## config.mk

```make
export PLATFORM = sky130hd
export DESIGN_NAME = safety_stop_response
export DESIGN_NICKNAME = d
export VERILOG_FILES = /design/src/rtl/safety_stop_pkg.sv /design/src/rtl/level_seq_detect.sv /design/src/rtl/safety_stop_response.sv
export SDC_FILE = /design/constraint.sdc
export NUM_CORES = 1
export LEC_CHECK = 0
export BUFFER_PORTS_ARGS = -buffer_cell sky130_fd_sc_hd__buf_4
export CAP_MARGIN = 40
export CORE_MARGIN = 2
export CORE_UTILIZATION = 40
export DETAILED_ROUTE_END_ITERATION = 8
export GPL_TIMING_DRIVEN = 0
export PLACE_DENSITY_LB_ADDON = 0.25
export SLEW_MARGIN = 10
export SYNTH_ARGS = -nofsm -noshare
export SYNTH_HDL_FRONTEND = slang
export SYNTH_SLANG_ARGS = --single-unit
```

## constraint.sdc

```tcl
create_clock -name pclk -period 6.95 [get_ports pclk]
set_input_delay 1.0425 -clock pclk [delete_from_list [all_inputs] [get_ports pclk]]
set_output_delay 1.0425 -clock pclk [all_outputs]
set_load 0.03 [all_outputs]
```

## src/rtl/safety_stop_pkg.sv

```systemverilog
// Constants, types and register map of the safety stop-response block.
// Assumes a single 40 MHz clock and an APB master with 32-bit data.
//
// Contract
// - An internal event triggers a stop; only fail-safe acknowledgment clears it.
// - Cross-check fault or inadmissible speed raises an internal event.
// - Category A stop removes motor torque at once, without braking.
// - Category B stop brakes on quick-stop ramp to standstill, then category A.
// - Torque-controlled motor switches to speed control for category B braking.
// - Braking is ramp-monitored; leaving the ramp aborts into category A.
// - Under deferred stop, a cross-check fault always gives category A at once.
// - Deferred message gives A while torque-off is active, otherwise B.
// - With no function active the message is latched until one is selected; here a fail-safe ack also releases it.
// - Speed monitor counts as active only with filter and hysteresis enabled.
// - Event during motion monitoring gives a deferred stop, not an unconditional one.
// - Safety input pulse 0-1-0 is a fail-safe acknowledgment.
// - Telegram word 0 bit 7 pulse 0-1-0 is a fail-safe acknowledgment.
// - Select then deselect torque-off or controlled stop is a fail-safe ack.
// - Power cycle clears all faults needing fail-safe acknowledgment.
// - Faults need fail-safe acknowledgment, not only the standard one.
// - Speed-below-limit bit sits in the telegram and routes to safety output.

package safety_stop_pkg;

  // -------------------------------------------------------------------------
  // Register offsets (byte addresses)
  // -------------------------------------------------------------------------
  localparam int ADDR_W = 8;
  localparam logic [7:0] CTRL_OFFSET = 8'h00;
  localparam logic [7:0] CONFIG_OFFSET = 8'h04;
  localparam logic [7:0] CW0_OFFSET = 8'h08;
  localparam logic [7:0] CW1_OFFSET = 8'h0c;
  localparam logic [7:0] STATUS_OFFSET = 8'h10;
  localparam logic [7:0] SPEED_LIMIT_OFFSET = 8'h14;
  localparam logic [7:0] RAMP_TOL_OFFSET = 8'h18;
  localparam logic [7:0] RAMP_STEP_OFFSET = 8'h1c;
  localparam logic [7:0] STANDSTILL_OFFSET = 8'h20;
  localparam logic [7:0] CAUSE_OFFSET = 8'h24;

  // -------------------------------------------------------------------------
  // Field positions
  // -------------------------------------------------------------------------
  localparam int CTRL_STD_ACK_BIT = 0;
  localparam int CFG_PIN_MODE_BIT = 0;
  localparam int CFG_SPD_FILTER_BIT = 1;
  localparam int CFG_SPD_HYST_BIT = 2;
  localparam int CFG_ROUTE_LSB = 4;
  localparam int CFG_W = 6;
  localparam int CW0_FS_ACK_BIT = 7;
  localparam int CW1_TORQUE_OFF_BIT = 0;
  localparam int CW1_CSTOP_BIT = 1;
  localparam int CW1_LSPEED_BIT = 4;
  localparam int CW1_DIR_BIT = 12;
  localparam int ST_TORQUE_OFF_BIT = 0;
  localparam int ST_EVENT_BIT = 7;
  localparam int ST_SPEED_BELOW_BIT = 15;
  localparam int ST_RAMP_BIT = 16;
  localparam int ST_PENDING_BIT = 17;
  localparam int ST_WAIT_STD_BIT = 18;
  localparam int SPEED_W = 16;

  // -------------------------------------------------------------------------
  // Reset values
  // -------------------------------------------------------------------------
  localparam logic [CFG_W-1:0] CONFIG_RESET = 6'h00;
  localparam logic [31:0] CW0_RESET = 32'h0000_0000;
  localparam logic [31:0] CW1_RESET = 32'h0000_1013;
  localparam logic [SPEED_W-1:0] SPEED_LIMIT_RESET = 16'h0100;
  localparam logic [SPEED_W-1:0] RAMP_TOL_RESET = 16'h0040;
  localparam logic [SPEED_W-1:0] RAMP_STEP_RESET = 16'h0001;
  localparam logic [SPEED_W-1:0] STANDSTILL_RESET = 16'h0004;

  // -------------------------------------------------------------------------
  // Safety output routing codes
  // -------------------------------------------------------------------------
  localparam logic [1:0] ROUTE_EVENT = 2'h0;
  localparam logic [1:0] ROUTE_TORQUE_OFF = 2'h1;
  localparam logic [1:0] ROUTE_SPEED_BELOW = 2'h2;
  localparam logic [1:0] ROUTE_RAMP = 2'h3;

  // -------------------------------------------------------------------------
  // Types
  // -------------------------------------------------------------------------
  typedef enum logic [2:0] {
    ST_RUN, ST_STOP_A, ST_STOP_B, ST_PEND_F, ST_WAIT_STD
  } stop_state_type;

  typedef enum logic [1:0] {DET_SEEK, DET_ARMED, DET_AWAY} det_state_type;

  typedef struct packed {
    logic cross_check_fault;
    logic speed_limit_violation;
    logic monitor_msg;
  } fault_in_type;

  typedef struct packed {
    logic torque_off;
    logic quick_stop_ramp;
    logic force_speed_control;
    logic internal_event_flag;
    logic torque_off_active_flag;
    logic ramp_monitor_active_flag;
    logic speed_below_limit_flag;
    logic safety_output;
  } stop_out_type;

endpackage

```

## src/rtl/level_seq_detect.sv

```systemverilog
// Three-level sequence detector for fail-safe acknowledgment inputs.
// Assumes its level input is already synchronous to pclk.

`timescale 1ns/1ps
`default_nettype none

module level_seq_detect #(
  parameter logic IDLE_LEVEL = 1'b0
) (
  input wire logic pclk,
  input wire logic presetn,
  input wire logic enable,
  input wire logic level,
  output var logic done
);

  typedef struct packed {
    safety_stop_pkg::det_state_type state;
    logic done;
  } det_reg_type;

  det_reg_type r_reg;
  det_reg_type r_next;

  // -------------------------------------------------------------------------
  // Sequence tracking
  // -------------------------------------------------------------------------
  // Done fires only when the level returns to idle after leaving it, so a
  // sequence cut short never produces a pulse.
  always_comb begin
    r_next = r_reg;
    r_next.done = 1'b0;
    if (!enable) begin
      r_next.state = safety_stop_pkg::DET_SEEK;
    end else begin
      case (r_reg.state)
        safety_stop_pkg::DET_SEEK: begin
          if (level == IDLE_LEVEL) begin
            r_next.state = safety_stop_pkg::DET_ARMED;
          end
        end
        safety_stop_pkg::DET_ARMED: begin
          if (level != IDLE_LEVEL) begin
            r_next.state = safety_stop_pkg::DET_AWAY;
          end
        end
        safety_stop_pkg::DET_AWAY: begin
          if (level == IDLE_LEVEL) begin
            r_next.state = safety_stop_pkg::DET_ARMED;
            r_next.done = 1'b1;
          end
        end
        default: begin
          r_next.state = safety_stop_pkg::DET_SEEK;
        end
      endcase
    end
  end

  always_ff @(posedge pclk or negedge presetn) begin
    if (!presetn) begin
      r_reg <= '{state: safety_stop_pkg::DET_SEEK, done: 1'b0};
    end else begin
      r_reg <= r_next;
    end
  end

  assign done = r_reg.done;

endmodule

`default_nettype wire

```

## src/rtl/safety_stop_response.sv

```systemverilog
// Safety stop-response and acknowledgment unit with an APB register port.
// Assumes fault inputs, motor speed and run command are synchronous to pclk;
// the safety input pin is asynchronous and is synchronised here.

`timescale 1ns/1ps
`default_nettype none

module safety_stop_response (
  input wire logic pclk,
  input wire logic presetn,
  input wire logic psel,
  input wire logic penable,
  input wire logic pwrite,
  input wire logic [safety_stop_pkg::ADDR_W-1:0] paddr,
  input wire logic [31:0] pwdata,
  output var logic [31:0] prdata,
  output var logic pready,
  output var logic pslverr,
  input wire logic safety_input,
  input wire logic run_command_bit,
  input wire logic torque_control_mode,
  input wire logic [safety_stop_pkg::SPEED_W-1:0] motor_speed,
  input wire safety_stop_pkg::fault_in_type fault_in,
  output var safety_stop_pkg::stop_out_type stop_out
);

  localparam int SW = safety_stop_pkg::SPEED_W;
  localparam int NDET = 5;
  // Detector order: safety input 0-1-0, word 0 ack 0-1-0, safety input
  // 1-0-1, torque-off deselect 1-0-1, controlled stop deselect 1-0-1.
  localparam logic [NDET-1:0] DET_IDLE = 5'h1c;

  typedef struct packed {
    logic pin_meta;
    logic pin_sync;
    logic [safety_stop_pkg::CFG_W-1:0] cfg;
    logic [31:0] cw0;
    logic [31:0] cw1;
    logic [SW-1:0] speed_limit;
    logic [SW-1:0] ramp_tol;
    logic [SW-1:0] ramp_step;
    logic [SW-1:0] standstill;
    logic std_ack;
    safety_stop_pkg::stop_state_type stop;
    logic [SW-1:0] envelope;
    logic [2:0] cause;
    logic pready;
    logic pslverr;
    logic [31:0] prdata;
    safety_stop_pkg::stop_out_type out;
  } state_type;

  state_type r_reg;
  state_type r_next;

  logic [NDET-1:0] det_level;
  logic [NDET-1:0] det_enable;
  logic [NDET-1:0] det_done;
  logic pin_mode;
  logic fs_ack;
  logic torque_off_sel;
  logic spd_mon_active;
  logic motion_active;
  logic any_active;
  logic speed_below;
  logic deferred_now;
  logic [SW:0] env_sum;
  logic [31:0] status_word;
  logic apb_access;

  // -------------------------------------------------------------------------
  // Acknowledgment sources
  // -------------------------------------------------------------------------
  assign pin_mode = r_reg.cfg[safety_stop_pkg::CFG_PIN_MODE_BIT];
  assign det_level = {r_reg.cw1[safety_stop_pkg::CW1_CSTOP_BIT],
                      r_reg.cw1[safety_stop_pkg::CW1_TORQUE_OFF_BIT],
                      r_reg.pin_sync,
                      r_reg.cw0[safety_stop_pkg::CW0_FS_ACK_BIT],
                      r_reg.pin_sync};
  assign det_enable = {1'b1, 1'b1, pin_mode, 1'b1, ~pin_mode};

  genvar gi;
  generate
    for (gi = 0; gi < NDET; gi++) begin : g_det
      level_seq_detect #(
        .IDLE_LEVEL(DET_IDLE[gi])
      ) u_det (
        .pclk(pclk),
        .presetn(presetn),
        .enable(det_enable[gi]),
        .level(det_level[gi]),
        .done(det_done[gi])
      );
    end
  endgenerate

  // Any completed sequence counts; word 0 bit 7 and the safety input in
  // pulse mode, or a select/deselect of torque-off or controlled stop.
  assign fs_ack = |det_done;

  // -------------------------------------------------------------------------
  // Active safety functions
  // -------------------------------------------------------------------------
  // Torque-off is selected by a low deselect bit in word 1, or by a low
  // safety input when that input serves as torque-off deselect.
  assign torque_off_sel =
    ~r_reg.cw1[safety_stop_pkg::CW1_TORQUE_OFF_BIT] |
    (pin_mode & ~r_reg.pin_sync);
  assign spd_mon_active =
    r_reg.cfg[safety_stop_pkg::CFG_SPD_FILTER_BIT] &
    r_reg.cfg[safety_stop_pkg::CFG_SPD_HYST_BIT];
  assign motion_active = ~r_reg.cw1[safety_stop_pkg::CW1_CSTOP_BIT] |
                         ~r_reg.cw1[safety_stop_pkg::CW1_LSPEED_BIT] |
                         ~r_reg.cw1[safety_stop_pkg::CW1_DIR_BIT] |
                         spd_mon_active;
  assign any_active = motion_active | torque_off_sel;
  assign speed_below = spd_mon_active & (motor_speed < r_reg.speed_limit);

  // A speed violation or monitor message goes through the deferred path;
  // a cross-check fault always stops at once.
  assign deferred_now = fault_in.speed_limit_violation |
                        fault_in.monitor_msg;
  assign env_sum = {1'b0, motor_speed} + {1'b0, r_reg.ramp_tol};
  assign apb_access = psel & penable;

  always_comb begin
    status_word = 32'h0000_0000;
    status_word[safety_stop_pkg::ST_TORQUE_OFF_BIT] =
      r_reg.out.torque_off_active_flag;
    status_word[safety_stop_pkg::ST_EVENT_BIT] =
      r_reg.out.internal_event_flag;
    status_word[safety_stop_pkg::ST_SPEED_BELOW_BIT] =
      r_reg.out.speed_below_limit_flag;
    status_word[safety_stop_pkg::ST_RAMP_BIT] =
      r_reg.out.ramp_monitor_active_flag;
    status_word[safety_stop_pkg::ST_PENDING_BIT] =
      (r_reg.stop == safety_stop_pkg::ST_PEND_F);
    status_word[safety_stop_pkg::ST_WAIT_STD_BIT] =
      (r_reg.stop == safety_stop_pkg::ST_WAIT_STD);
  end

  // -------------------------------------------------------------------------
  // Next state
  // -------------------------------------------------------------------------
  always_comb begin
    r_next = r_reg;
    r_next.pin_meta = safety_input;
    r_next.pin_sync = r_reg.pin_meta;
    r_next.std_ack = 1'b0;

    // APB: one wait state, then the answer; writes land on the answer edge.
    if (apb_access && !r_reg.pready) begin
      r_next.pready = 1'b1;
      r_next.pslverr = 1'b0;
      r_next.prdata = 32'h0000_0000;
      case (paddr)
        safety_stop_pkg::CTRL_OFFSET: r_next.prdata = 32'h0000_0000;
        safety_stop_pkg::CONFIG_OFFSET: begin
          r_next.prdata = {26'h0000000, r_reg.cfg};
        end
        safety_stop_pkg::CW0_OFFSET: r_next.prdata = r_reg.cw0;
        safety_stop_pkg::CW1_OFFSET: r_next.prdata = r_reg.cw1;
        safety_stop_pkg::STATUS_OFFSET: r_next.prdata = status_word;
        safety_stop_pkg::SPEED_LIMIT_OFFSET: begin
          r_next.prdata = {16'h0000, r_reg.speed_limit};
        end
        safety_stop_pkg::RAMP_TOL_OFFSET: begin
          r_next.prdata = {16'h0000, r_reg.ramp_tol};
        end
        safety_stop_pkg::RAMP_STEP_OFFSET: begin
          r_next.prdata = {16'h0000, r_reg.ramp_step};
        end
        safety_stop_pkg::STANDSTILL_OFFSET: begin
          r_next.prdata = {16'h0000, r_reg.standstill};
        end
        safety_stop_pkg::CAUSE_OFFSET: begin
          r_next.prdata = {29'h00000000, r_reg.cause};
        end
        default: r_next.pslverr = 1'b1;
      endcase
    end else if (apb_access && r_reg.pready) begin
      r_next.pready = 1'b0;
      r_next.pslverr = 1'b0;
      if (pwrite && !r_reg.pslverr) begin
        case (paddr)
          safety_stop_pkg::CTRL_OFFSET: begin
            r_next.std_ack = pwdata[safety_stop_pkg::CTRL_STD_ACK_BIT];
          end
          safety_stop_pkg::CONFIG_OFFSET: begin
            r_next.cfg = pwdata[safety_stop_pkg::CFG_W-1:0];
          end
          safety_stop_pkg::CW0_OFFSET: r_next.cw0 = pwdata;
          safety_stop_pkg::CW1_OFFSET: r_next.cw1 = pwdata;
          safety_stop_pkg::SPEED_LIMIT_OFFSET: begin
            r_next.speed_limit = pwdata[SW-1:0];
          end
          safety_stop_pkg::RAMP_TOL_OFFSET: r_next.ramp_tol = pwdata[SW-1:0];
          safety_stop_pkg::RAMP_STEP_OFFSET: r_next.ramp_step = pwdata[SW-1:0];
          safety_stop_pkg::STANDSTILL_OFFSET: begin
            r_next.standstill = pwdata[SW-1:0];
          end
          default: r_next.std_ack = 1'b0;
        endcase
      end
    end else begin
      r_next.pready = 1'b0;
      r_next.pslverr = 1'b0;
    end

    // Fault causes: a fail-safe ack clears them, a new event in the same
    // cycle still sets its bit.
    if (fs_ack) begin
      r_next.cause = 3'h0;
    end
    r_next.cause = r_next.cause | {fault_in.monitor_msg,
                                   fault_in.speed_limit_violation,
                                   fault_in.cross_check_fault};

    // Stop reaction.
    case (r_reg.stop)
      safety_stop_pkg::ST_RUN, safety_stop_pkg::ST_WAIT_STD: begin
        if (fault_in.cross_check_fault) begin
          r_next.stop = safety_stop_pkg::ST_STOP_A;
        end else if (deferred_now) begin
          if (torque_off_sel) begin
            r_next.stop = safety_stop_pkg::ST_STOP_A;
          end else if (any_active) begin
            r_next.stop = safety_stop_pkg::ST_STOP_B;
          end else begin
            r_next.stop = safety_stop_pkg::ST_PEND_F;
          end
        end else if (r_reg.stop == safety_stop_pkg::ST_WAIT_STD &&
                     r_reg.std_ack && !run_command_bit) begin
          r_next.stop = safety_stop_pkg::ST_RUN;
        end
      end
      safety_stop_pkg::ST_PEND_F: begin
        // The latched message waits for a function to be selected or for a fail-safe ack.
        if (fault_in.cross_check_fault || torque_off_sel) begin
          r_next.stop = safety_stop_pkg::ST_STOP_A;
        end else if (any_active) begin
          r_next.stop = safety_stop_pkg::ST_STOP_B;
        end else if (fs_ack) begin
          r_next.stop = safety_stop_pkg::ST_WAIT_STD;
        end
      end
      safety_stop_pkg::ST_STOP_B: begin
        if (fault_in.cross_check_fault || torque_off_sel) begin
          r_next.stop = safety_stop_pkg::ST_STOP_A;
        end else if (motor_speed > r_reg.envelope) begin
          r_next.stop = safety_stop_pkg::ST_STOP_A;
        end else if (motor_speed <= r_reg.standstill) begin
          r_next.stop = safety_stop_pkg::ST_STOP_A;
        end
      end
      safety_stop_pkg::ST_STOP_A: begin
        if (fs_ack && !fault_in.cross_check_fault) begin
          r_next.stop = safety_stop_pkg::ST_WAIT_STD;
        end
      end
      default: r_next.stop = safety_stop_pkg::ST_STOP_A;
    endcase

    // Ramp envelope: starts at speed plus tolerance, falls by one step a
    // cycle; the speed must stay under it while braking.
    if (r_next.stop == safety_stop_pkg::ST_STOP_B &&
        r_reg.stop != safety_stop_pkg::ST_STOP_B) begin
      r_next.envelope = env_sum[SW] ? {SW{1'b1}} : env_sum[SW-1:0];
    end else if (r_reg.stop == safety_stop_pkg::ST_STOP_B) begin
      r_next.envelope = (r_reg.envelope > r_reg.ramp_step) ?
        r_reg.envelope - r_reg.ramp_step : {SW{1'b0}};
    end

    // Outputs follow the next state so they change with it.
    r_next.out.torque_off = (r_next.stop == safety_stop_pkg::ST_STOP_A) |
                            (r_next.stop == safety_stop_pkg::ST_WAIT_STD) |
                            torque_off_sel;
    r_next.out.quick_stop_ramp =
      (r_next.stop == safety_stop_pkg::ST_STOP_B);
    r_next.out.force_speed_control =
      (r_next.stop == safety_stop_pkg::ST_STOP_B) &
      torque_control_mode;
    r_next.out.ramp_monitor_active_flag =
      (r_next.stop == safety_stop_pkg::ST_STOP_B);
    r_next.out.internal_event_flag = |r_next.cause;
    r_next.out.torque_off_active_flag = r_next.out.torque_off;
    r_next.out.speed_below_limit_flag = speed_below;
    case (r_reg.cfg[safety_stop_pkg::CFG_ROUTE_LSB +: 2])
      safety_stop_pkg::ROUTE_EVENT: begin
        r_next.out.safety_output = r_next.out.internal_event_flag;
      end
      safety_stop_pkg::ROUTE_TORQUE_OFF: begin
        r_next.out.safety_output = r_next.out.torque_off_active_flag;
      end
      safety_stop_pkg::ROUTE_SPEED_BELOW: begin
        r_next.out.safety_output = speed_below;
      end
      safety_stop_pkg::ROUTE_RAMP: begin
        r_next.out.safety_output = r_next.out.ramp_monitor_active_flag;
      end
      default: r_next.out.safety_output = 1'b0;
    endcase
  end

  // -------------------------------------------------------------------------
  // State register
  // -------------------------------------------------------------------------
  // Power-on reset clears every latched fault and stop state.
  always_ff @(posedge pclk or negedge presetn) begin
    if (!presetn) begin
      r_reg.pin_meta <= 1'b0;
      r_reg.pin_sync <= 1'b0;
      r_reg.cfg <= safety_stop_pkg::CONFIG_RESET;
      r_reg.cw0 <= safety_stop_pkg::CW0_RESET;
      r_reg.cw1 <= safety_stop_pkg::CW1_RESET;
      r_reg.speed_limit <= safety_stop_pkg::SPEED_LIMIT_RESET;
      r_reg.ramp_tol <= safety_stop_pkg::RAMP_TOL_RESET;
      r_reg.ramp_step <= safety_stop_pkg::RAMP_STEP_RESET;
      r_reg.standstill <= safety_stop_pkg::STANDSTILL_RESET;
      r_reg.std_ack <= 1'b0;
      r_reg.stop <= safety_stop_pkg::ST_RUN;
      r_reg.envelope <= {SW{1'b0}};
      r_reg.cause <= 3'h0;
      r_reg.pready <= 1'b0;
      r_reg.pslverr <= 1'b0;
      r_reg.prdata <= 32'h0000_0000;
      r_reg.out <= '0;
    end else begin
      r_reg <= r_next;
    end
  end

  assign prdata = r_reg.prdata;
  assign pready = r_reg.pready;
  assign pslverr = r_reg.pslverr;
  assign stop_out = r_reg.out;

endmodule

`default_nettype wire

```

-- Yosys cells after proc, flatten, opt, wreduce, memory -nomap -nowiden
Cells that the tools add are included.
- latch bits: 0
- flip-flop bits (word level): 214
- memories: 0
- output and inout port bits: 42
- ROM bits: 0
- input port bits: 67
- bits in writable memories: 0
- logic and storage cells: 195
- magnitude comparators: 4
- bitwise logic cells: 20
- mux-type cells: 55
- multipliers: 0
- reductions and logical operators: 37
- shift-type cells: 0
- divide/modulo/power cells: 0
- add/sub/neg operators: 2
- equality and inequality tests: 45
- operators with widths (kind ; number):
    32-bit one-hot mux with 9 select lines ; 1
    16-bit 2-to-1 mux ; 4
    3-bit 2-to-1 mux ; 16
    8-bit by 5-bit == test with 1-bit output, second input constant ; 4
    16-bit greater-than comparator ; 2
    2-bit one-hot mux with 3 select lines ; 5
    2-bit 2-to-1 mux ; 14
    4-bit AND reduction ; 7
    2-bit != test, second input constant ; 9
    3-bit != test, second input constant ; 6
    16-bit by 16-bit adder with 17-bit output ; 1
    8-bit by 4-bit == test with 1-bit output, second input constant ; 2
    8-bit by 6-bit == test with 1-bit output, second input constant ; 2
    16-bit <= comparator ; 1
    16-bit less-than comparator ; 1
    16-bit subtractor ; 1
    3-bit AND reduction ; 5
    2-bit == test, second input constant ; 7
    1-bit 2-to-1 mux ; 13
    2-bit by 1-bit == test with 1-bit output, second input constant ; 6
    2-bit zero test ; 6
    3-bit one-hot mux with 4 select lines ; 1
    10-bit OR reduction ; 1
    3-bit by 2-bit == test with 1-bit output, second input constant ; 3
    18 further kinds ; 45

-- Depth between registers and ports, before layout
Gate-level depths: netlist of the first run.
- word-level depth: 14
- mapped depth: 13
- gate-level depth less buffers: 12

-- By module
A second synthesis of the first run with hierarchy kept.
- cell total of the unflattened synthesis: 1094
- area total of the unflattened synthesis: 11862.6 um^2
- modules (own cells, without submodules) (module ; seq. area each (um^2) ; times used ; area an instance (um^2) ; cells each):
    safety_stop_response ; 4989.8 ; 1 ; 11307.1 ; 1054
    level_seq_detect (g_det[2].u_det ...) ; 75.1 ; 3 ; 112.6 ; 8
    level_seq_detect (g_det[0].u_det ...) ; 75.1 ; 2 ; 108.9 ; 8

-- Worst setup path before layout of the first run
Ideal clock, no wire load.
- kind: input-to-reg
- from: in motor_speed[0] (netlist name)
- to: reg r_reg[45] (netlist name)
- library setup time: 0.128 ns
- cell stages on the path: 11
- slack: 3.854 ns
- path buffers: 0
- arrival time: 2.969 ns
- data required time: 6.822 ns
- cells stage by stage: ha_1 -> inv_1 -> fa_1 -> nor2b_1 -> o31a_1 -> o21ai_1 -> a31oi_1 -> a31oi_1 -> nand2_1 -> o221ai_1 -> o21ai_1
- longest elaborated chain between the ends: 8
- elaborated cells between the ends (all ways): 12
- classes of those cells: 1 x add/sub; 2 x order compare; 1 x eq/ne; 6 x mux; 2 x reduce/logical
- ends and longest elaborated chain (item ; line ; source):
    start, declared ; safety_stop_response.sv:22 ; input wire logic [safety_stop_pkg::SPEED_W-1:0] motor_speed,
    16-bit <= comparator ; safety_stop_response.sv:252 ; end else if (motor_speed <= r_reg.standstill) begin
    3-bit 2-to-1 mux ; safety_stop_response.sv:252 ;
    3-bit 2-to-1 mux ; safety_stop_response.sv:250 ; end else if (motor_speed > r_reg.envelope) begin
    3-bit 2-to-1 mux ; safety_stop_response.sv:248 ; if (fault_in.cross_check_fault || torque_off_sel) begin
    3-bit one-hot mux with 4 select lines ; safety_stop_response.sv:220 ; case (r_reg.stop)
    3-bit by 2-bit == test with 1-bit output ; safety_stop_response.sv:266 ; if (r_next.stop == safety_stop_pkg::ST_STOP_B &&
    1-bit logical AND ; safety_stop_response.sv:266 ;
    16-bit 2-to-1 mux or 2-bit nonzero test (tied branches) ; -- ;
    end signal, assigned ; safety_stop_response.sv:329 ; r_reg <= r_next;
    end, declared ; safety_stop_response.sv:53 ; state_type r_reg;
Several ways; a longest one is shown, not always the timed one.
A chain may end at the register's enable or synchronous reset.

-- Worst setup path in the final report of the first run
Same ends and word-level chain as after synthesis.

==> results.md, run 1 <==
* Number of global-route vias before repair at just under 9000
* CTS resizes at 0
* Hold_buf cts at 0
* Count of cell types in the netlist at 76
* Number of max-cap violations at 0
* Main flop type after synthesis: dfrtp_1
* GR Util met1 at between 30% and 40%
* Max transition margin at a little under half
* Most common cell after layout, fill and taps aside: dfrtp_1
* Slew @ Worst Pin at ~0.82 ns
* M2 GR Usage at about a third
* Comb power frac at under 10%
* Max Fclk at a little under 300 MHz
* Chip width at roughly 180 um
* Most frequent cells in the layout: 206 x dfrtp_1, 149 x buf_4, 128 x mux2_2
* Rows at between 60 and 70
* Sink Count at between 200 and 250
* Hold Crit Depth at 0
* RSZ-0062 raised after global routing: no
* Clk_skew at about 0.016 ns
* Tcrit/Tclk final at about 49%
* Sw Share at 24.5%
* Hold Startpoint: r_next[199]
* Min-delay worst type: flip-flop to flip-flop
* Area growth from synthesis to layout at 18.4%
* Final nets at between 1000 and 1500
* Startpoint types: input port
* CP top delay family: compound AO/OA/AOI/OAI gates
* Grt ovf at 0
* VDD IR-drop max at ~0.16 mV
* Avg Synthesized Cell Area at between 10 and 15 um^2
* CP Capture Type: flip-flop
* Placed cell area at between 0.01 and 0.015 mm^2
* Clock transition at path regs at 0.06 ns
* Final setup violation count at 0
* Total Wirelength at approximately 33000 um
* Final Wtd Congestion at ~0.84
* Fin crit period at approximately 3.4 ns
* Hold Path End: det_level[0]
* Setup tns final at 0 ns
* ANT nets after route at 0
* Worst Path Required at between 7 and 8 ns
* Ant diodes at 0
* FF-to-FF path depth at 11
* CP Cell Sequence: buf_4 -> ha_1 -> inv_1 -> fa_1 -> nor2b_1 -> o31a_1 -> o21ai_1 -> a31oi_1 -> a31oi_1 -> nand2_1 -> o221ai_1 -> o21ai_1
* I/O Buffers at roughly 110
* Sequential power share at roughly 45%
* Die ar. at a little over 0.03 mm^2
* GRT busiest layer: met2
* Core Region at around 0.029 mm^2
* Post-synthesis register bit count at around 210
* Vias at ~9000
* Final Hold Vio Count at 0
* Initial antenna violation count at 1
* Starting Density at 40.3%
* Critical R2R Capture: r_reg[45]
* Fin. max-slew vios at 0
* Status: finished clean
* First-pass GRT wire length at approximately 51000 um
* Fillers at ~2800
* WL/cell at approximately 20 um
* Max reg flops at approximately 150
* Post-CTS Setup Bufs at 0
* Met3 Use GR at under 10%
* Pint at 2.13 mW
* Number of synthesized flops with an enable pin at 0
* Yosys warning total at 0
* Crit-path slowest cell: a31oi_1
* CTS tree: done
* Register area share after synthesis at a little under half
* Worst path max stage delay at around 0.63 ns
* Largest net degree at the start of global routing at approximately 80
* Clock power frac at around 46%
* Via density at 5.45
* Async set-reset flop share out of synthesis at 100%
* Post-DP HPWL at between 20000 and 25000 um
* CTS Root Cell: clkbuf_16
* Number of DRC markers in iteration 0 at ~660
* R2R Path Start: r_reg[97]
* CP Data Arrival Time at 3.81 ns
* Reg2reg setup slack at between 3 and 4 ns
* I/O pin count at between 100 and 150
* Pwr/cell area at 201 mW/mm^2
* Critical path peak fanout at 7
* Finished Cell Area at 0.0140 mm^2
* Die span in y at about 180 um
* Buf+Inv Stages, Crit Path at 2
* Tot GR Track Use at between 20% and 30%
* Drt pass-1 iters at 6
* Post-synthesis cell area at roughly 0.012 mm^2
* Cts bufs inserted at 24
* Synth Net Count at roughly 1300
* Psw at about 690 uW
* H-tree depth at 1
* Leakage at between 6 and 7 nW
* Proportion of layout cells with a drive suffix above 1 at between 20% and 30%
* Clock Latency Late Sink at 0.53 ns
* Critical path class: input port to flip-flop
* Max Root-Sink Buffers at 3
* Mapped Cells at ~1100
* DRC at 0
[power groups by stage]
| stage | clock, mW | sequential (mW) | combinational (mW) |
|---|---|---|---|
| after global routing | 1.37 | 1.27 | 0.284 |
| after global placement | 0 | 1.29 | 0.245 |
| final | 1.30 | 1.27 | 0.254 |
| after floorplan | 0 | 1.29 | 0.139 |
| after detailed placement | 0 | 1.29 | 0.254 |
| after CTS | 1.31 | 1.27 | 0.256 |
[worst max path at each step]
stage	from	to	depth (start not counted)
after floorplan	motor_speed[0]	r_reg[45]	11
after global placement	paddr[7]	r_reg[105]	7
after detailed placement	motor_speed[0]	r_reg[45]	12
after CTS	motor_speed[0]	r_reg[45]	12
after global routing	motor_speed[0]	r_reg[45]	12
final	motor_speed[0]	r_reg[45]	12
[synth_stat cells, types with 13 or more instances]
cell	instances	area (um^2)
nand4_1	14	87.6
a221oi_1	13	114
xnor2_1	18	158
ha_1	79	988
a31oi_1	16	100
dfrtp_1	206	5150
a21o_1	23	173
o21ai_0	51	255
mux2_2	128	1440
a21oi_1	48	240
inv_1	81	304
nor2_1	47	176
nand2_1	76	285
nor3_1	14	70.1
a22oi_1	49	368
clkbuf_1	24	90.1
buf_4	40	300
[layer usage]
| layer | wire, um | vias up |
|---|---|---|
| met5 | 0 | - |
| met4 | 467 | 0 |
| met3 | 1790 | 33 |
| met2 | 15200 | 227 |
| met1 | 15300 | 4464 |
| li1 | - | 4279 |
[area by class of cell]
| cell class | instances | area, um^2 | share of cell area (%) |
|---|---|---|---|
| flip-flops and latches | 214 | 5370 | 38.2 |
| inverters | 81 | 304 | 2.17 |
| multi-input cells | 734 | 5740 | 40.9 |
| plain buffers | 76 | 450 | 3.21 |
| clock inverters | 9 | 113 | 0.802 |
| repair buffers | 112 | 888 | 6.33 |
| well taps | 390 | 488 | 3.48 |
| clock buffers | 35 | 692 | 4.93 |
[metrics by stage]
stage | hold slack (ns) | utilization, % | std cells | worst slack (ns) | power [mW]
final | 0.354 | 47.7 | 1651 | 3.54 | 2.82
after global routing | 0.364 | 47.7 | 1651 | 3.37 | 2.93
after CTS | 0.353 | 47.7 | 1651 | 3.55 | 2.84
after detailed placement | 0.340 | 45.0 | 1607 | 3.02 | 1.55
after global placement | 0.331 | 44.7 | 1603 | 3.05 | 1.54
after floorplan | 0.331 | - | 1105 | 3.85 | 1.43
[cells by family after synthesis]
| group | after synthesis | synth area share, % |
|---|---|---|
| compound gates | 278 | 16.2 |
| xor+xnor | 30 | 2.22 |
| fa+ha+maj | 81 | 8.68 |
| buf+inv | 157 | 6.36 |
| flops | 214 | 45.3 |
| mux | 128 | 12.2 |
| simple gates | 217 | 9.09 |
Note: power is estimated with default switching activity, not from simulation.
==> inputs of run 2 (changes only) <==
clock period = 2.95 ns   (was 6.95 ns; I/O delays follow)
==> results.md, run 2 (synthesized netlist as in run 1, its figures left out) <==
* Status: finished clean
* FF-to-FF path depth at 9 (-2)
* I/O Buffers at 108 (unchanged)
* Final nets at 1396 (+0.36%)
* Register area at 0.00537 mm^2 (unchanged)
* Pint at 5.03 mW (+140%)
* Post-DP HPWL at 24700 um (unchanged)
* Psw at 1.64 mW (+140%)
* Clock Latency Late Sink at 0.53 ns (about the same)
* Clk_skew at 0.0156 ns (-0.000168 ns)
* Vias at 9074 (+0.79%)
* Tcrit/Tclk final at ~96%
* Clock power frac at 45.9% (about the same)
* Final Hold Vio Count at 0 (unchanged)
* Hold Startpoint: safety_input
* DRC at 0 (unchanged)
* Tot GR Track Use at 21.3% (+0.046 points)
* Clock transition at path regs at 0.07 ns (about the same)
* Multi-input logic area at 0.00578 mm^2 (+0.83%)
* Fillers at 2745 (-0.18%)
* CP top delay family: simple AND/OR/NAND/NOR gates
* Crit-path slowest cell: or4b_1
* Fin crit period at 2.82 ns
* Drt pass-1 iters at 5 (-1)
* Max Root-Sink Buffers at 3 (unchanged)
* Placed Cells at 1607 (unchanged)
* Most frequent cells in the layout: 206 x dfrtp_1, 153 x buf_4, 128 x mux2_2
* Chip width at 176 um (unchanged)
* Die span in y at 176 um (unchanged)
* Ant diodes at 0 (unchanged)
* Comb power frac at 9.2% (+0.2 points)
* Max transition margin at 43.2% (-2.3 points)
* Max Fclk at between 300 and 400 MHz
* Die ar. at 0.0310 mm^2 (unchanged)
* Core Region at 0.0294 mm^2 (unchanged)
* Via density at 5.48 (+0.48%)
* Most common cell after layout, fill and taps aside: dfrtp_1
* Total Wirelength at 32800 um (+0.21%)
* Cts bufs inserted at 24 (unchanged)
* Area growth from synthesis to layout at 19.1%
* Logic depth of the worst setup path including buffers at 9 (-3)
* Startpoint types: flip-flop
* H-tree depth at 1 (unchanged)
* Proportion of layout cells with a drive suffix above 1 at 28.8% (+0.84 points)
* Final setup violation count at 0 (unchanged)
* CTS Root Cell: clkbuf_16
* ANT nets after route at 0 (unchanged)
* Worst Path Required at 3.32 ns (-4.04 ns)
* Min-delay worst type: input port to flip-flop
* R2R Path Start: r_reg[59]
* Number of DRC markers in iteration 0 at 626 (-4.6%)
* Largest net degree at the start of global routing at 82 (unchanged)
* Buf+Inv Stages, Crit Path at 1 (-1)
* RSZ-0062 raised after global routing: no
* Number of global-route vias before repair at 8817 (+0.15%)
* Rows at 63 (unchanged)
* Max reg flops at 153 (unchanged)
* Number of max-cap violations at 0 (unchanged)
* Critical path class: flip-flop to flip-flop
* Pwr/cell area at 472 mW/mm^2 (+130%)
* Sequential power share at 44.9% (about the same)
* CP Capture Type: flip-flop
* Slew @ Worst Pin at 0.851 ns (+0.0329 ns)
* Final Wtd Congestion at 0.842 (unchanged)
* Sw Share at 24.6% (+0.089 points)
* Fin. max-slew vios at 0 (unchanged)
* I/O pin count at 109 (unchanged)
* Critical Path Start: r_reg[59]
* Starting Density at 40.3% (unchanged)
* Hold Crit Depth at 1 (+1)
* Finished Core Util at 48.0% (+0.30 points)
* Worst path max stage delay at 0.47 ns (-0.16 ns)
* Leakage at 6.64 nW (+0.47%)
* WL/cell at 19.8 um (about the same)
* Critical path peak fanout at 3 (-4)
* Post-route insts no fill at 1656 (+0.30%)
* CTS tree: done
* Sink Count at 214 (unchanged)
* VDD IR-drop max at 0.371 mV (+140%)
* Grt ovf at 0 (unchanged)
* Initial antenna violation count at 1 (unchanged)
* CP Data Arrival Time at 3.19 ns (-0.62 ns)
* CP Cell Sequence: inv_1 -> ha_1 -> and3_1 -> nand4_1 -> or3_1 -> o21ai_1 -> or4b_1 -> o311ai_0 -> a221oi_2
* First-pass GRT wire length at 51400 um (+0.32%)
-- run 2: changes by cell type in the layout (fill, tap and decap cells not counted), sizes merged --
cell / change
dlygate4sd3: +1
buf: +4
-- run 2: final cells by class --
type | count | area share, %
repair buffers | 117 | 6.57
clock buffers | 35 | 4.90
well taps | 390 | 3.46
inverters | 81 | 2.15
flip-flops and latches | 214 | 38.0
plain buffers | 76 | 3.19
multi-input cells | 734 | 40.9
clock inverters | 9 | 0.797
-- run 2: layer usage --
layer  vias to the layer above  share of wire (%)  track usage (%)
met4                         0                1.4             4.20
met3                        33                5.5             2.97
met2                       243                 46             34.4
met5                         -                  0                0
met1                      4503                 47             30.7
li1                       4295                  -                -
-- run 2: worst paths after layout --
kind / to / slack [ns]
max: stop_out[0] / 0.13
max in group asynchronous: r_reg[121] / 1.71
min in group asynchronous: g_det[2].u_det.r_reg[2] / 0.44
min reg2reg: det_level[0] / 0.35
max reg2reg: stop_out[0] / 0.13
min: r_next[199] / 0.02
-- run 2: power groups by stage --
stage	logic (mW)	clock network (mW)	registers [mW]
after CTS	0.607	3.09	2.99
after detailed placement	0.599	0	3.04
after global routing	0.682	3.24	2.99
final	0.611	3.06	2.99
after floorplan	0.326	0	3.04
after global placement	0.578	0	3.04
-- run 2: through the flow --
stage                     cell area, um^2  setup slack (ns)  hold slack [ns]  setup TNS (ns)  power, mW
final                               14100             0.127           0.0212               0       6.66
after global routing                14100           0.00578          0.00201               0       6.92
after floorplan                     11900             0.259            0.147               0       3.37
after global placement              13200            -0.351            0.331          -52.19       3.62
after CTS                           14100           0.00824          0.00838               0       6.69
after detailed placement            13200            -0.381            0.340           -6.44       3.64
-- run 2: repair_timing --
| item | 4_1_cts | 5_1_grt |
|---|---|---|
| setup endpoints to repair | 14 | 17 |
| setup buffers | 0 | 4 |
| pin swaps | 0 | 2 |
| endpoints found under the hold margin | 54 | 0 |
| hold buffers | 1 | 0 |
| gates resized for setup | 4 | 7 |
-- run 2: worst reg2reg max path, delay by kind of cell, from the launching register on --
| family | cells | cell delay (ns) |
|---|---|---|
| AO/OA/AOI/OAI | 3 | 0.51 |
| adder cells (fa/ha/maj) | 1 | 0.28 |
| buffers and inverters | 1 | 0.06 |
| flip-flops | 1 | 0.39 |
| AND/OR/NAND/NOR | 4 | 1.43 |
==> inputs of run 3 (changes only) <==
clock period = 2.4 ns   (was 2.95 ns; I/O delays follow)
==> results.md, run 3 (synthesized netlist as in run 1, its figures left out) <==
* Largest net degree at the start of global routing at 99 (+21%)
* Leakage at 6.82 nW (+2.8%)
* Min-delay worst type: input port to flip-flop
* Hold Slack at 0.0437 ns (+0.0225 ns)
* Total Wirelength at 33700 um (+2.6%)
* Initial antenna violation count at 0 (-1)
* Multi-input logic area at 0.00604 mm^2 (+4.4%)
* Via density at 5.49 (+0.22%)
* Max reg flops at 153 (unchanged)
* CTS tree: done
* Critical path peak fanout at 7 (+4)
* Fin crit period at 2.74 ns (-0.0852 ns)
* Starting Density at 40.3% (unchanged)
* Rows at 63 (unchanged)
* Number of DRC markers in iteration 0 at 625 (-0.16%)
* Final Hold Vio Count at 0 (unchanged)
* Vias at 9209 (+1.5%)
* DP Worst Slack at -0.669 ns (-0.288 ns)
* Max Root-Sink Buffers at 3 (unchanged)
* I/O pin count at 109 (unchanged)
* Clock transition at path regs at 0.06 ns (about the same)
* Tot GR Track Use at 21.5% (+0.22 points)
* Startpoint types: flip-flop
* Post-DP HPWL at 24900 um (+0.91%)
* Cts bufs inserted at 24 (unchanged)
* Finished Cell Area at 0.0146 mm^2 (+3.6%)
* First-pass GRT wire length at 52000 um (+1.1%)
* Failing checks: negative setup slack
* Final Wtd Congestion at 0.848 (+0.72%)
* CP Data Arrival Time at 3.15 ns (-0.04 ns)
* Fin. max-slew vios at 0 (unchanged)
* Final nets at 1418 (+1.6%)
* Ant diodes at 0 (unchanged)
* Tcrit/Tclk final at 114% (+18 points)
* Die span in y at 176 um (unchanged)
* Pwr/cell area at 581 mW/mm^2 (+23%)
* Register area at 0.00537 mm^2 (unchanged)
* Grt ovf at 0 (unchanged)
* Chip width at 176 um (unchanged)
* Number of max-cap violations at 0 (unchanged)
* VDD IR-drop max at 0.413 mV (+12%)
* Most frequent cells in the layout: 206 x dfrtp_1, 172 x buf_4, 128 x mux2_2
* CTS Root Cell: clkbuf_16
* I/O Buffers at 108 (unchanged)
* WL/cell at 20.1 um (+1.3%)
* Most common cell after layout, fill and taps aside: dfrtp_1
* Number of global-route vias before repair at 9276 (+5.2%)
* Critical path class: flip-flop to flip-flop
* Slew @ Worst Pin at 0.860 ns (+0.00961 ns)
* Area growth from synthesis to layout at 23.5%
* H-tree depth at 1 (unchanged)
* Status: complete, but fails checks
* RSZ-0062 raised after global routing: yes
* Fillers at 2660 (-3.1%)
* DRC at 0 (unchanged)
* Proportion of layout cells with a drive suffix above 1 at 32.9% (+4.2 points)
* Sink Count at 214 (unchanged)
* Die ar. at 0.0310 mm^2 (unchanged)
* Clock Latency Late Sink at 0.54 ns (about the same)
* ANT nets after route at 0 (unchanged)
* Clk_skew at 0.0305 ns (+0.0149 ns)
* Final setup violation count at 18 (+18)
* CP Capture Type: flip-flop
* Drt pass-1 iters at 7 (+2)
* Total power at 8.50 mW (+28%)
* Max transition margin at 42.6% (-0.52 points)
* Placed cell area at 0.0133 mm^2 (+0.27%)
* Core Region at 0.0294 mm^2 (unchanged)
* Worst Path Required at 2.81 ns (-0.51 ns)
* Max Fclk at 365 MHz (+3.1%)
* Setup WS post-layout at -0.337 ns (-0.465 ns)
-- run 3: cell count changes in the layout (fill, tap and decap cells not counted), sizes merged --
cell	change
buf	+19
clkbuf	+4
clkinv	-3
bufinv	+2
clkinvlp	-1
dlygate4sd3	+1
inv	-1
-- run 3: final timing paths --
kind	start	depth (start not counted)	slack, ns	to
worst max-delay path	r_reg[89]	10	-0.34	r_reg[46]
min in group asynchronous	presetn	2	0.36	g_det[2].u_det.done
worst max register to register	r_reg[89]	10	-0.34	r_reg[46]
worst min-delay path	torque_control_mode	2	0.04	stop_out[5]
worst min register to register	r_next[199]	0	0.35	det_level[0]
max in group asynchronous	presetn	3	1.17	r_reg[180]
-- run 3: final cells by class --
class | instances | area share [%]
Buffer | 75 | 3.15
Clock buffer | 37 | 4.85
Clock inverter | 6 | 0.992
Inverter | 81 | 2.11
Multi-Input combinational cell | 734 | 41.2
Sequential cell | 214 | 36.7
Tap cell | 390 | 3.33
Timing Repair Buffer | 140 | 7.67
-- run 3: timing repair --
item	CTS	global route
pin swaps	10	16
endpoints found under the setup margin	81	39
resized for setup	33	33
endpoints found under the hold margin	55	0
buffers inserted	11	13
hold buffers	2	0
cloned	0	1
-- run 3: through the flow --
stage | std cells | utilization [%] | TNS, ns
2_1_floorplan | 1105 | - | -0.685
3_3_place_gp | 1603 | 44.9 | -214.77
3_5_place_dp | 1607 | 45.1 | -64.44
4_1_cts | 1662 | 48.9 | -3.56
5_1_grt | 1677 | 49.8 | -6.13
6_report | 1677 | 49.8 | -4.12
-- run 3: layer usage --
| metal | track usage, % | routed length [um] | vias up |
|---|---|---|---|
| li1 | - | - | 4331 |
| met1 | 30.0 | 15500 | 4597 |
| met2 | 35.8 | 15900 | 228 |
| met3 | 2.54 | 1560 | 53 |
| met4 | 5.27 | 752 | 0 |
| met5 | 0 | 0 | - |
-- run 3: power by group --
part           total [mW]  internal, mW  switching (mW)
Sequential           3.68          3.65          0.0294
Clock                3.97          2.46            1.51
Combinational       0.855         0.372           0.483
-- run 3: worst max-delay path: stages (launching register included) --
cell,delay [ns]
dfrtp_1,0.41
inv_1,0.07
ha_1,0.27
clkbuf_4,0.17
nand4_2,0.15
or4_1,0.52
mux2_2,0.27
o21a_2,0.13
and2_4,0.18
clkbuf_16,0.17
a221o_1,0.30
